**config.mk**
```make
export PLATFORM = sky130hd
export DESIGN_NAME = fsp_status_protect
export DESIGN_NICKNAME = d
export VERILOG_FILES = /design/src/common/fsp_pkg.sv /design/src/rtl/fsp_nv_store.sv /design/src/rtl/fsp_status_protect.sv
export VERILOG_INCLUDE_DIRS = /design/src /design/src/common
export SDC_FILE = /design/constraint.sdc
export NUM_CORES = 1
export LEC_CHECK = 0
export CAP_MARGIN = 20
export CORE_UTILIZATION = 45
export CTS_BUF_LIST = sky130_fd_sc_hd__clkbuf_8
export DETAILED_ROUTE_END_ITERATION = 7
export DONT_BUFFER_PORTS = 1
export SYNTH_ARGS = -nofsm -noshare
export SYNTH_HDL_FRONTEND = slang
export SYNTH_SLANG_ARGS = --single-unit
```
**constraint.sdc**
```tcl
create_clock -name ref_clk_i -period 12.2 [get_ports ref_clk_i]
set_input_delay 3.05 -clock ref_clk_i [delete_from_list [all_inputs] [get_ports ref_clk_i]]
set_output_delay 3.05 -clock ref_clk_i [all_outputs]
set_load 0.05 [all_outputs]
```
**src/common/fsp_defines.svh**
```systemverilog
// Bit positions, sizes and timing constants of the flash status protection block
`ifndef FSP_DEFINES_SVH
`define FSP_DEFINES_SVH

`define FSP_SR_WIP          0
`define FSP_SR_WEL          1
`define FSP_SR_BP_LSB       2
`define FSP_SR_BP_MSB       6
`define FSP_SR_STATUS_PROTECT_BIT_LOW         7
`define FSP_SR_STATUS_PROTECT_BIT_HIGH         8
`define FSP_SR_QE           9
`define FSP_SR_LB0          10
`define FSP_SR_LB1          11
`define FSP_SR_DC           12
`define FSP_SR_RSVD         13
`define FSP_SR_CMP          14
`define FSP_SR_SUS          15

`define FSP_NV_MASK         16'h5ffc
`define FSP_NV_RESET        16'h0000
`define FSP_WRITE_KEEP_HIGH 16'h00ff

`define FSP_ADDR_W          21
`define FSP_SPAN_W          22
`define FSP_ARRAY_BYTES     22'h200000
`define FSP_LARGE_UNIT      22'h010000
`define FSP_SMALL_UNIT      22'h001000

`define FSP_BP_NONE         3'h0
`define FSP_BP_ALL_HI       2'h3
`define FSP_BP_CHIP_FREE1   3'h7
`define FSP_BP_SMALL_CAP    3'h4
`define FSP_BP_ONE          3'h1

`define FSP_SRP_HW          2'h1

`define FSP_CLK_PERIOD_NS   20
`define FSP_SRW_TIME_NS     5000000
`define FSP_SRW_CNT_W       20
`define FSP_SRW_CNT_ONE     20'h00001

`endif

```
**src/common/fsp_pkg.sv**
```systemverilog
// Types shared by the flash status protection block
package fsp_pkg;

  typedef enum logic [3:0] {
    OP_NOP                     = 4'h0,
    OP_WRITE_ENABLE_COMMAND    = 4'h1,
    OP_WRITE_DISABLE_COMMAND   = 4'h2,
    OP_WRITE_STATUS_COMMAND    = 4'h3,
    OP_PAGE_PROGRAM_COMMAND    = 4'h4,
    OP_SMALL_REGION_ERASE      = 4'h5,
    OP_BLOCK_ERASE_COMMAND_32K = 4'h6,
    OP_BLOCK_ERASE_COMMAND_64K = 4'h7,
    OP_CHIP_ERASE              = 4'h8,
    OP_SUSPEND                 = 4'h9,
    OP_RESUME                  = 4'ha,
    OP_SOFT_RESET              = 4'hb
  } fsp_op_e;

  typedef enum logic [1:0] {
    ST_IDLE         = 2'b00,
    ST_ARRAY        = 2'b01,
    ST_STATUS_WRITE = 2'b10,
    ST_PAUSED       = 2'b11
  } fsp_state_e;

  typedef struct packed {
    fsp_op_e     op;
    logic [20:0] addr;
    logic [15:0] wdata;
    logic        two_byte;
  } fsp_cmd_s;

  typedef struct packed {
    fsp_op_e     op;
    logic [20:0] addr;
  } fsp_array_req_s;

endpackage

```
**src/rtl/fsp_nv_store.sv**
```systemverilog
// Non-volatile status bit store with registered read data
`timescale 1ns/10ps
`include "fsp_defines.svh"

module fsp_nv_store (
  input  wire logic        ref_clk_i,
  input  wire logic        reset_n_i,
  input  wire logic        wr_en_i,
  input  wire logic [15:0] wr_data_i,
  output logic      [15:0] rd_data_o
);

  logic [15:0] store_r;
  logic [15:0] store_nxt;
  logic [15:0] rd_r;
  logic [15:0] rd_nxt;

  // Reserved and volatile positions never hold a value, so they read as zero
  always_comb begin
    store_nxt = store_r;
    if (wr_en_i) begin
      store_nxt = wr_data_i & `FSP_NV_MASK;
    end
    rd_nxt = store_r;
  end

  always_ff @(posedge ref_clk_i) begin
    if (!reset_n_i) begin
      store_r <= `FSP_NV_RESET;
      rd_r    <= `FSP_NV_RESET;
    end else begin
      store_r <= store_nxt;
      rd_r    <= rd_nxt;
    end
  end

  assign rd_data_o = rd_r;

endmodule

```
**src/rtl/fsp_status_protect.sv**
```systemverilog
// Status register pair, write-enable latch and array protection decode
// Operation
// [RL1] Complement bit inverts the protected range
// [RL2] Complement with top field bit leaves small region
// [RL3] First status byte layout, latch and busy read-only
// [RL4] Second status byte layout, suspend flag read-only
// [RL5] Lock bits are one-time set, never cleared
// [RL6] Two status protect bits held non-volatile, writable
// [RL7] Busy reads 1 during program, erase, status write
// [RL8] Latch bit mirrors the internal write-enable latch
// [RL9] Latch clear rejects status write, program, erase
// [RL10] Protect field changes only by status write
// [RL11] Program and erase refused inside protected range
// [RL12] Protect field write blocked under hardware protection
// [RL13] Field selects top or bottom fractions or sectors
// [RL14] Latch set by enable, cleared by listed commands
// [RL15] Write-protect pin low locks field and protect bits
// [RL16] Chip erase only when nothing is protected
// [RL17] Decode uses current contents at command time
// [RL18] Host polls busy before next write command
`timescale 1ns/10ps
`include "fsp_defines.svh"

module fsp_status_protect #(
  parameter int unsigned SRW_CYCLES = `FSP_SRW_TIME_NS / `FSP_CLK_PERIOD_NS
) (
  input  wire logic                     ref_clk_i,
  input  wire logic                     reset_n_i,
  input  wire logic                     cmd_valid_i,
  input  wire fsp_pkg::fsp_cmd_s        cmd_i,
  input  wire logic                     write_protect_n_i,
  input  wire logic                     array_done_i,
  output logic                          cmd_done_o,
  output logic                          cmd_refused_o,
  output logic                          array_go_o,
  output fsp_pkg::fsp_array_req_s       array_req_o,
  output logic                          array_pause_o,
  output logic [7:0]                    protection_status_low_o,
  output logic [7:0]                    protection_status_high_o
);
  import fsp_pkg::*;

  // True when the address lies in the area selected by field and complement
  function automatic logic prot_hit(input logic [4:0]              bp,
                                    input logic                    cmp,
                                    input logic [`FSP_ADDR_W-1:0]  addr);
    logic [2:0]             n;
    logic [`FSP_SPAN_W-1:0] span;
    logic [`FSP_SPAN_W-1:0] addr_w;
    logic                   hit;
    n      = (bp[4] && bp[2]) ? `FSP_BP_SMALL_CAP : bp[2:0];
    span   = (bp[4] ? `FSP_SMALL_UNIT : `FSP_LARGE_UNIT) << (n - `FSP_BP_ONE);
    addr_w = {1'b0, addr};
    if (bp[2:0] == `FSP_BP_NONE) begin
      hit = 1'b0;
    end else if (bp[2:1] == `FSP_BP_ALL_HI) begin
      hit = 1'b1;
    end else if (!bp[3]) begin
      hit = (addr_w >= (`FSP_ARRAY_BYTES - span)); // see [RL13] see [RL2]
    end else begin
      hit = (addr_w < span); // see [RL13] see [RL2]
    end
    return hit ^ cmp; // see [RL1]
  endfunction

  // Write-protect pin synchroniser
  logic wp_meta_r;
  logic wp_sync_r;

  always_ff @(posedge ref_clk_i) begin
    if (!reset_n_i) begin
      wp_meta_r <= 1'b1;
      wp_sync_r <= 1'b1;
    end else begin
      wp_meta_r <= write_protect_n_i;
      wp_sync_r <= wp_meta_r;
    end
  end

  // Non-volatile bits
  logic        nv_wr_en;
  logic [15:0] nv_wr_data;
  logic [15:0] nv_rd;

  fsp_nv_store u_nv_store (
    .ref_clk_i (ref_clk_i),
    .reset_n_i (reset_n_i),
    .wr_en_i   (nv_wr_en),
    .wr_data_i (nv_wr_data),
    .rd_data_o (nv_rd)
  );

  logic [4:0] block_protect_field;
  logic       complement_protect_bit;
  logic [1:0] status_protect_bits;
  logic       security_lock_bit_high;
  logic       security_lock_bit_low;
  logic       status_locked;
  logic       chip_free;

  assign block_protect_field    = nv_rd[`FSP_SR_BP_MSB:`FSP_SR_BP_LSB];
  assign complement_protect_bit = nv_rd[`FSP_SR_CMP];
  assign status_protect_bits    = {nv_rd[`FSP_SR_STATUS_PROTECT_BIT_HIGH], nv_rd[`FSP_SR_STATUS_PROTECT_BIT_LOW]};
  assign security_lock_bit_high = nv_rd[`FSP_SR_LB1];
  assign security_lock_bit_low  = nv_rd[`FSP_SR_LB0];

  // Hardware mode with the pin low, power lock-down and one-time mode all lock
  assign status_locked = ((status_protect_bits == `FSP_SRP_HW) && !wp_sync_r)
                         || status_protect_bits[1]; // see [RL12] see [RL15]

  assign chip_free = ((block_protect_field[2:0] == `FSP_BP_NONE) && !complement_protect_bit)
                  || ((block_protect_field[2:0] == `FSP_BP_CHIP_FREE1)
                      && complement_protect_bit); // see [RL16]

  // Command sequencer state
  fsp_state_e                 state_r;
  fsp_state_e                 state_nxt;
  logic                       write_enable_latch_r;
  logic                       write_enable_latch_nxt;
  logic                       paused_operation_flag_r;
  logic                       paused_operation_flag_nxt;
  logic [`FSP_SRW_CNT_W-1:0]  srw_cnt_r;
  logic [`FSP_SRW_CNT_W-1:0]  srw_cnt_nxt;
  logic                       done_r;
  logic                       done_nxt;
  logic                       refused_r;
  logic                       refused_nxt;
  logic                       go_r;
  logic                       go_nxt;
  fsp_array_req_s             req_r;
  fsp_array_req_s             req_nxt;
  logic                       pause_r;
  logic                       pause_nxt;
  logic                       target_hit;
  logic [15:0]                wr_merge;

  always_comb begin
    state_nxt                 = state_r;
    write_enable_latch_nxt    = write_enable_latch_r;
    paused_operation_flag_nxt = paused_operation_flag_r;
    srw_cnt_nxt               = srw_cnt_r;
    done_nxt                  = 1'b0;
    refused_nxt               = 1'b0;
    go_nxt                    = 1'b0;
    req_nxt                   = req_r;
    pause_nxt                 = pause_r;
    nv_wr_en                  = 1'b0;
    nv_wr_data                = nv_rd;
    target_hit = prot_hit(block_protect_field, complement_protect_bit,
                          cmd_i.addr); // see [RL17]
    // A single-byte status write leaves the second byte as it stands
    wr_merge = cmd_i.two_byte ? cmd_i.wdata
             : ((cmd_i.wdata & `FSP_WRITE_KEEP_HIGH) | (nv_rd & ~`FSP_WRITE_KEEP_HIGH));

    case (state_r)
      ST_ARRAY: begin
        if (array_done_i) begin
          state_nxt = ST_IDLE;
        end
      end
      ST_STATUS_WRITE: begin
        if (srw_cnt_r <= `FSP_SRW_CNT_ONE) begin
          state_nxt = ST_IDLE;
        end else begin
          srw_cnt_nxt = srw_cnt_r - `FSP_SRW_CNT_ONE;
        end
      end
      default: begin
      end
    endcase

    if (cmd_valid_i) begin
      done_nxt = 1'b1;
      case (cmd_i.op)
        OP_SOFT_RESET: begin
          state_nxt                 = ST_IDLE;
          write_enable_latch_nxt    = 1'b0; // see [RL14]
          paused_operation_flag_nxt = 1'b0;
          pause_nxt                 = 1'b0;
        end
        OP_SUSPEND: begin
          if (state_r == ST_ARRAY && !array_done_i) begin
            state_nxt                 = ST_PAUSED;
            paused_operation_flag_nxt = 1'b1;
            pause_nxt                 = 1'b1;
          end else begin
            done_nxt    = 1'b0;
            refused_nxt = 1'b1;
          end
        end
        OP_RESUME: begin
          if (state_r == ST_PAUSED) begin
            state_nxt                 = ST_ARRAY;
            paused_operation_flag_nxt = 1'b0;
            pause_nxt                 = 1'b0;
          end else begin
            done_nxt    = 1'b0;
            refused_nxt = 1'b1;
          end
        end
        OP_NOP: begin
        end
        default: begin
          if (state_r == ST_ARRAY || state_r == ST_STATUS_WRITE) begin
            // Busy device takes nothing new; see [RL18]
            done_nxt    = 1'b0;
            refused_nxt = 1'b1;
          end else begin
            case (cmd_i.op)
              OP_WRITE_ENABLE_COMMAND: begin
                write_enable_latch_nxt = 1'b1; // see [RL14]
              end
              OP_WRITE_DISABLE_COMMAND: begin
                write_enable_latch_nxt = 1'b0; // see [RL14]
              end
              OP_WRITE_STATUS_COMMAND: begin
                write_enable_latch_nxt = 1'b0; // see [RL14]
                if (!write_enable_latch_r || status_locked) begin
                  done_nxt    = 1'b0; // see [RL9] see [RL12] see [RL15]
                  refused_nxt = 1'b1;
                end else begin
                  nv_wr_en   = 1'b1; // see [RL10] see [RL6]
                  nv_wr_data = wr_merge;
                  nv_wr_data[`FSP_SR_LB1] = wr_merge[`FSP_SR_LB1]
                                            | security_lock_bit_high; // see [RL5]
                  nv_wr_data[`FSP_SR_LB0] = wr_merge[`FSP_SR_LB0]
                                            | security_lock_bit_low;  // see [RL5]
                  state_nxt   = ST_STATUS_WRITE;
                  srw_cnt_nxt = `FSP_SRW_CNT_W'(SRW_CYCLES);
                end
              end
              OP_PAGE_PROGRAM_COMMAND, OP_SMALL_REGION_ERASE,
              OP_BLOCK_ERASE_COMMAND_32K, OP_BLOCK_ERASE_COMMAND_64K,
              OP_CHIP_ERASE: begin
                write_enable_latch_nxt = 1'b0; // see [RL14]
                if (!write_enable_latch_r) begin
                  done_nxt    = 1'b0; // see [RL9]
                  refused_nxt = 1'b1;
                end else if ((cmd_i.op == OP_CHIP_ERASE) ? !chip_free : target_hit) begin
                  done_nxt    = 1'b0; // see [RL11] see [RL16]
                  refused_nxt = 1'b1;
                end else begin
                  state_nxt   = ST_ARRAY;
                  go_nxt      = 1'b1;
                  req_nxt.op   = cmd_i.op;
                  req_nxt.addr = cmd_i.addr;
                end
              end
              default: begin
                done_nxt    = 1'b0;
                refused_nxt = 1'b1;
              end
            endcase
          end
        end
      endcase
    end
  end

  always_ff @(posedge ref_clk_i) begin
    if (!reset_n_i) begin
      state_r                 <= ST_IDLE;
      write_enable_latch_r    <= 1'b0; // see [RL14]
      paused_operation_flag_r <= 1'b0;
      srw_cnt_r               <= '0;
      done_r                  <= 1'b0;
      refused_r               <= 1'b0;
      go_r                    <= 1'b0;
      req_r                   <= '0;
      pause_r                 <= 1'b0;
    end else begin
      state_r                 <= state_nxt;
      write_enable_latch_r    <= write_enable_latch_nxt;
      paused_operation_flag_r <= paused_operation_flag_nxt;
      srw_cnt_r               <= srw_cnt_nxt;
      done_r                  <= done_nxt;
      refused_r               <= refused_nxt;
      go_r                    <= go_nxt;
      req_r                   <= req_nxt;
      pause_r                 <= pause_nxt;
    end
  end

  // Status bytes as the host reads them; one cycle behind the internal state
  logic       write_in_progress_flag;
  logic [7:0] status_low_r;
  logic [7:0] status_low_nxt;
  logic [7:0] status_high_r;
  logic [7:0] status_high_nxt;

  // A suspended operation does not count as busy
  assign write_in_progress_flag = (state_r == ST_ARRAY)
                                || (state_r == ST_STATUS_WRITE); // see [RL7]

  always_comb begin
    status_low_nxt  = nv_rd[7:0];
    status_low_nxt[`FSP_SR_WIP] = write_in_progress_flag; // see [RL3] see [RL7]
    status_low_nxt[`FSP_SR_WEL] = write_enable_latch_r;   // see [RL3] see [RL8]
    status_high_nxt = nv_rd[15:8];
    status_high_nxt[`FSP_SR_SUS - 8] = paused_operation_flag_r; // see [RL4]
  end

  always_ff @(posedge ref_clk_i) begin
    if (!reset_n_i) begin
      status_low_r  <= 8'h00;
      status_high_r <= 8'h00;
    end else begin
      status_low_r  <= status_low_nxt;
      status_high_r <= status_high_nxt;
    end
  end

  assign protection_status_low_o  = status_low_r;
  assign protection_status_high_o = status_high_r;
  assign cmd_done_o               = done_r;
  assign cmd_refused_o            = refused_r;
  assign array_go_o               = go_r;
  assign array_req_o              = req_r;
  assign array_pause_o            = pause_r;

endmodule

```
==> summary.txt <==
run status -> complete, no violations
Sinks on Clock Net -> 93
Post-layout nets -> 615
total wire length after detailed routing -> 10,800 um
syn_area_per_cell -> 8.36 um2
Final Setup Violations -> 0
core outline area -> 10,300 um2
die extent in y -> 105 um
RD Place Congestion -> 0.856
Cell Rows -> 37
main area contributors after synthesis -> sky130_fd_sc_hd__dfxtp_1, sky130_fd_sc_hd__ha_1, sky130_fd_sc_hd__a21oi_1
crit path capture type -> register
post-detailed-placement cell area -> 4780 um2
floorplan die width -> 105 um
vias per std cell -> 5.72
Synthesis Warnings -> 0
gr usage total -> 20.0%
largest net degree at the start of global routing -> 38
global route overflow -> 0
Top Ports -> 92
post-layout instance area -> 4990 um2
routed vias -> 3,921
floorplan die area -> 11,100 um2
CTS tree -> built
ranking of synthesized cells by instance count -> sky130_fd_sc_hd__dfxtp_1, sky130_fd_sc_hd__nor2_1, sky130_fd_sc_hd__a21oi_1, sky130_fd_sc_hd__nand2_1, sky130_fd_sc_hd__nand3_1
CP Launch Type -> input port
CTS max path bufs -> 2
register clock-pin slew on the reported worst setup and hold paths -> 100 ps
DRC violation count after routing -> 0
peak-usage layer in the global routing report -> met2
crit path launch -> cmd_i[32]
Detailed Routing Iterations Pass 1 -> 4
largest fanout on the critical path -> 24
final worst setup slack -> 6870 ps
Initial Util -> 46.4%
count of nets left with antenna violations after detail routing -> 0
net count after synthesis -> 643
multi-input combinational cell area -> 2660 um2
worst hold margin -> 411 ps
library cells used by synthesis -> 60
unrepaired setup endpoints after global routing -> false
# H-tree levels -> 3
met1 Track Usage GR -> 25.4%
via count of the first global-routing pass -> 3,716
Post-synth EDFFs -> 0
final setup TNS -> 0 ps
count leader, synth -> sky130_fd_sc_hd__dfxtp_1
Leak -> 1.76 nW
Synth Instances -> 573
CTS buffer count -> 9
cell type contributing the most total cell area after synthesis -> sky130_fd_sc_hd__dfxtp_1
largest clock skew in the final design -> 14.2 ps
number of antenna violations at the first check in global routing -> 0
cts-stage hold buffer count -> 0
GR met2 Demand/Resource -> 32.6%
slew at the pin closest to its max-slew limit -> 785 ps
total power draw -> 0.543 mW
DP Worst Slack -> 6470 ps
Diodes inserted -> 0
Clk Tree Root Cell -> sky130_fd_sc_hd__clkbuf_8
crit path time final -> 5330 ps
Maximum Capacitance Violations -> 0
Worst Min Path Start -> wp_meta_r
number of I/O port buffers -> 0
final max-slew violation count -> 0
crit path kind -> in -> reg
final cycle utilization of the critical path -> 43.7%
Post-CTS Setup Bufs -> 0
dominant synthesized flop cell -> sky130_fd_sc_hd__dfxtp_1
max frequency -> 0.188 GHz
ratio of cells with drive above 1 in the final layout -> 6.73%
area of the mapped netlist -> 4790 um2
met3 global-route usage -> 5.86%
synthesized flop and latch total -> 93
detail-routed net length per standard cell -> 15.7 um
power density of the placed cells -> 109 nW/um2
tightest slew margin relative to the limit -> 47.6%
post-detailed-placement half-perimeter wirelength -> 7400 um
later-pin clock latency in the skew report -> 360 ps
internal reg-to-reg setup slack -> 6890 ps
required time of the critical path -> 12,470 ps
number of inserted filler cells in the final layout -> 995
final hold vios -> 0
maximum vdd ir drop -> 0.0000756 V
proportion of synthesized flip-flops having asynchronous set or reset -> 0%
post-cts repair resize count -> 0
Detailed Route Iter0 Violations -> 250
share of Yosys cell area claimed by the top area cell type -> 38.9%
area delta synth->final -> 4.13%
type of the worst min-delay path -> reg -> reg
wire length of the first global-routing pass -> 17,800 um
FF-to-FF Start -> u_nv_store.rd_data_o[6]
Reg area -> 1860 um2
data arrival time of the critical path -> 5600 ps
sequential share of the synthesized area -> 38.9%
==> stage by stage <==
stage,instances,util (%)
floorplan,573,-
global placement,670,46.3
detailed placement,670,46.3
CTS,686,48.3
global route,686,48.3
finish,686,48.3
==> final cells by class <==
cell class / instances / area share [%]
inverters: 16 / 1.20
multi-input cells: 421 / 53.3
repair buffers: 4 / 0.602
well taps: 136 / 3.41
clock inverters: 7 / 1.63
clock buffers: 9 / 2.48
flip-flops and latches: 93 / 37.3
==> flip-flops by register name, indices dropped and copies added (netlist names) <==
register,count
wp_meta_r,1
cmd_refused_o,1
cmd_done_o,1
u_nv_store.rd_nxt,12
srw_cnt_r,20
write_enable_latch_r,1
protection_status_low_o,8
array_req_o,25
array_go_o,1
array_pause_o,1
protection_status_high_o,7
u_nv_store.rd_data_o,12
wp_sync_r,1
state_r,2
==> report_power, final <==
part	leakage, nW	internal, mW	switching [mW]	total (mW)
registers	0.750	0.304	0.00278	0.307
clock network	0.0997	0.0979	0.116	0.214
logic	0.912	0.00889	0.0133	0.0222
total	1.76	0.411	0.132	0.543
==> final timing paths <==
path,to,depth (start not counted)
worst max register to register,array_req_o[24],19
worst min-delay path,wp_sync_r,1
worst min register to register,wp_sync_r,1
worst max-delay path,array_req_o[24],10
==> routing by layer <==
| layer | share of wire (%) | vias up | routed length [um] |
|---|---|---|---|
| met5 | 0 | - | 0 |
| met4 | 0.82 | 0 | 89 |
| met3 | 5.7 | 9 | 614 |
| met2 | 48 | 96 | 5190 |
| met1 | 45 | 1850 | 4910 |
| li1 | - | 1966 | - |
==> cells by family after synthesis <==
| family | after synthesis | share of synthesized area (%) |
|---|---|---|
| simple gates | 209 | 22.1 |
| compound gates | 157 | 21.3 |
| flops | 93 | 38.9 |
| buf+inv | 59 | 5.59 |
| xor+xnor | 24 | 4.39 |
| fa+ha+maj | 23 | 6.01 |
| mux | 7 | 1.65 |
| other cells | 1 | 0.0783 |
==> worst max-delay path: stages <==
cell and delay, ps:
sky130_fd_sc_hd__ha_1 290, sky130_fd_sc_hd__a211oi_1 240, sky130_fd_sc_hd__nor2_1 80, sky130_fd_sc_hd__o31a_1 280, sky130_fd_sc_hd__o221a_4 270, sky130_fd_sc_hd__a2111oi_4 380, sky130_fd_sc_hd__mux2i_2 350, sky130_fd_sc_hd__buf_4 330
sky130_fd_sc_hd__nand3_1 160, sky130_fd_sc_hd__o211a_1 170
==> layout by cell type, fill, tap and decap left out, types with 5 or more instances in the layout <==
master,n
sky130_fd_sc_hd__dfxtp_1,93
sky130_fd_sc_hd__nor2_1,48
sky130_fd_sc_hd__a21oi_1,47
sky130_fd_sc_hd__nand2_1,37
sky130_fd_sc_hd__nand3_1,34
sky130_fd_sc_hd__and2_1,27
sky130_fd_sc_hd__o21ai_0,24
sky130_fd_sc_hd__ha_1,23
sky130_fd_sc_hd__o21ai_1,20
sky130_fd_sc_hd__xnor2_1,16
sky130_fd_sc_hd__inv_1,16
sky130_fd_sc_hd__nor3_1,16
sky130_fd_sc_hd__a211oi_1,14
sky130_fd_sc_hd__a21oi_2,11
sky130_fd_sc_hd__nand4_1,9
sky130_fd_sc_hd__or3_1,9
sky130_fd_sc_hd__clkbuf_8,9
sky130_fd_sc_hd__xor2_1,8
sky130_fd_sc_hd__nand2b_1,7
sky130_fd_sc_hd__nor2b_1,5
sky130_fd_sc_hd__mux2i_1,5
sky130_fd_sc_hd__nor4_1,5
sky130_fd_sc_hd__o21a_1,5
No activity file was read; power rests on OpenSTA's default activity.
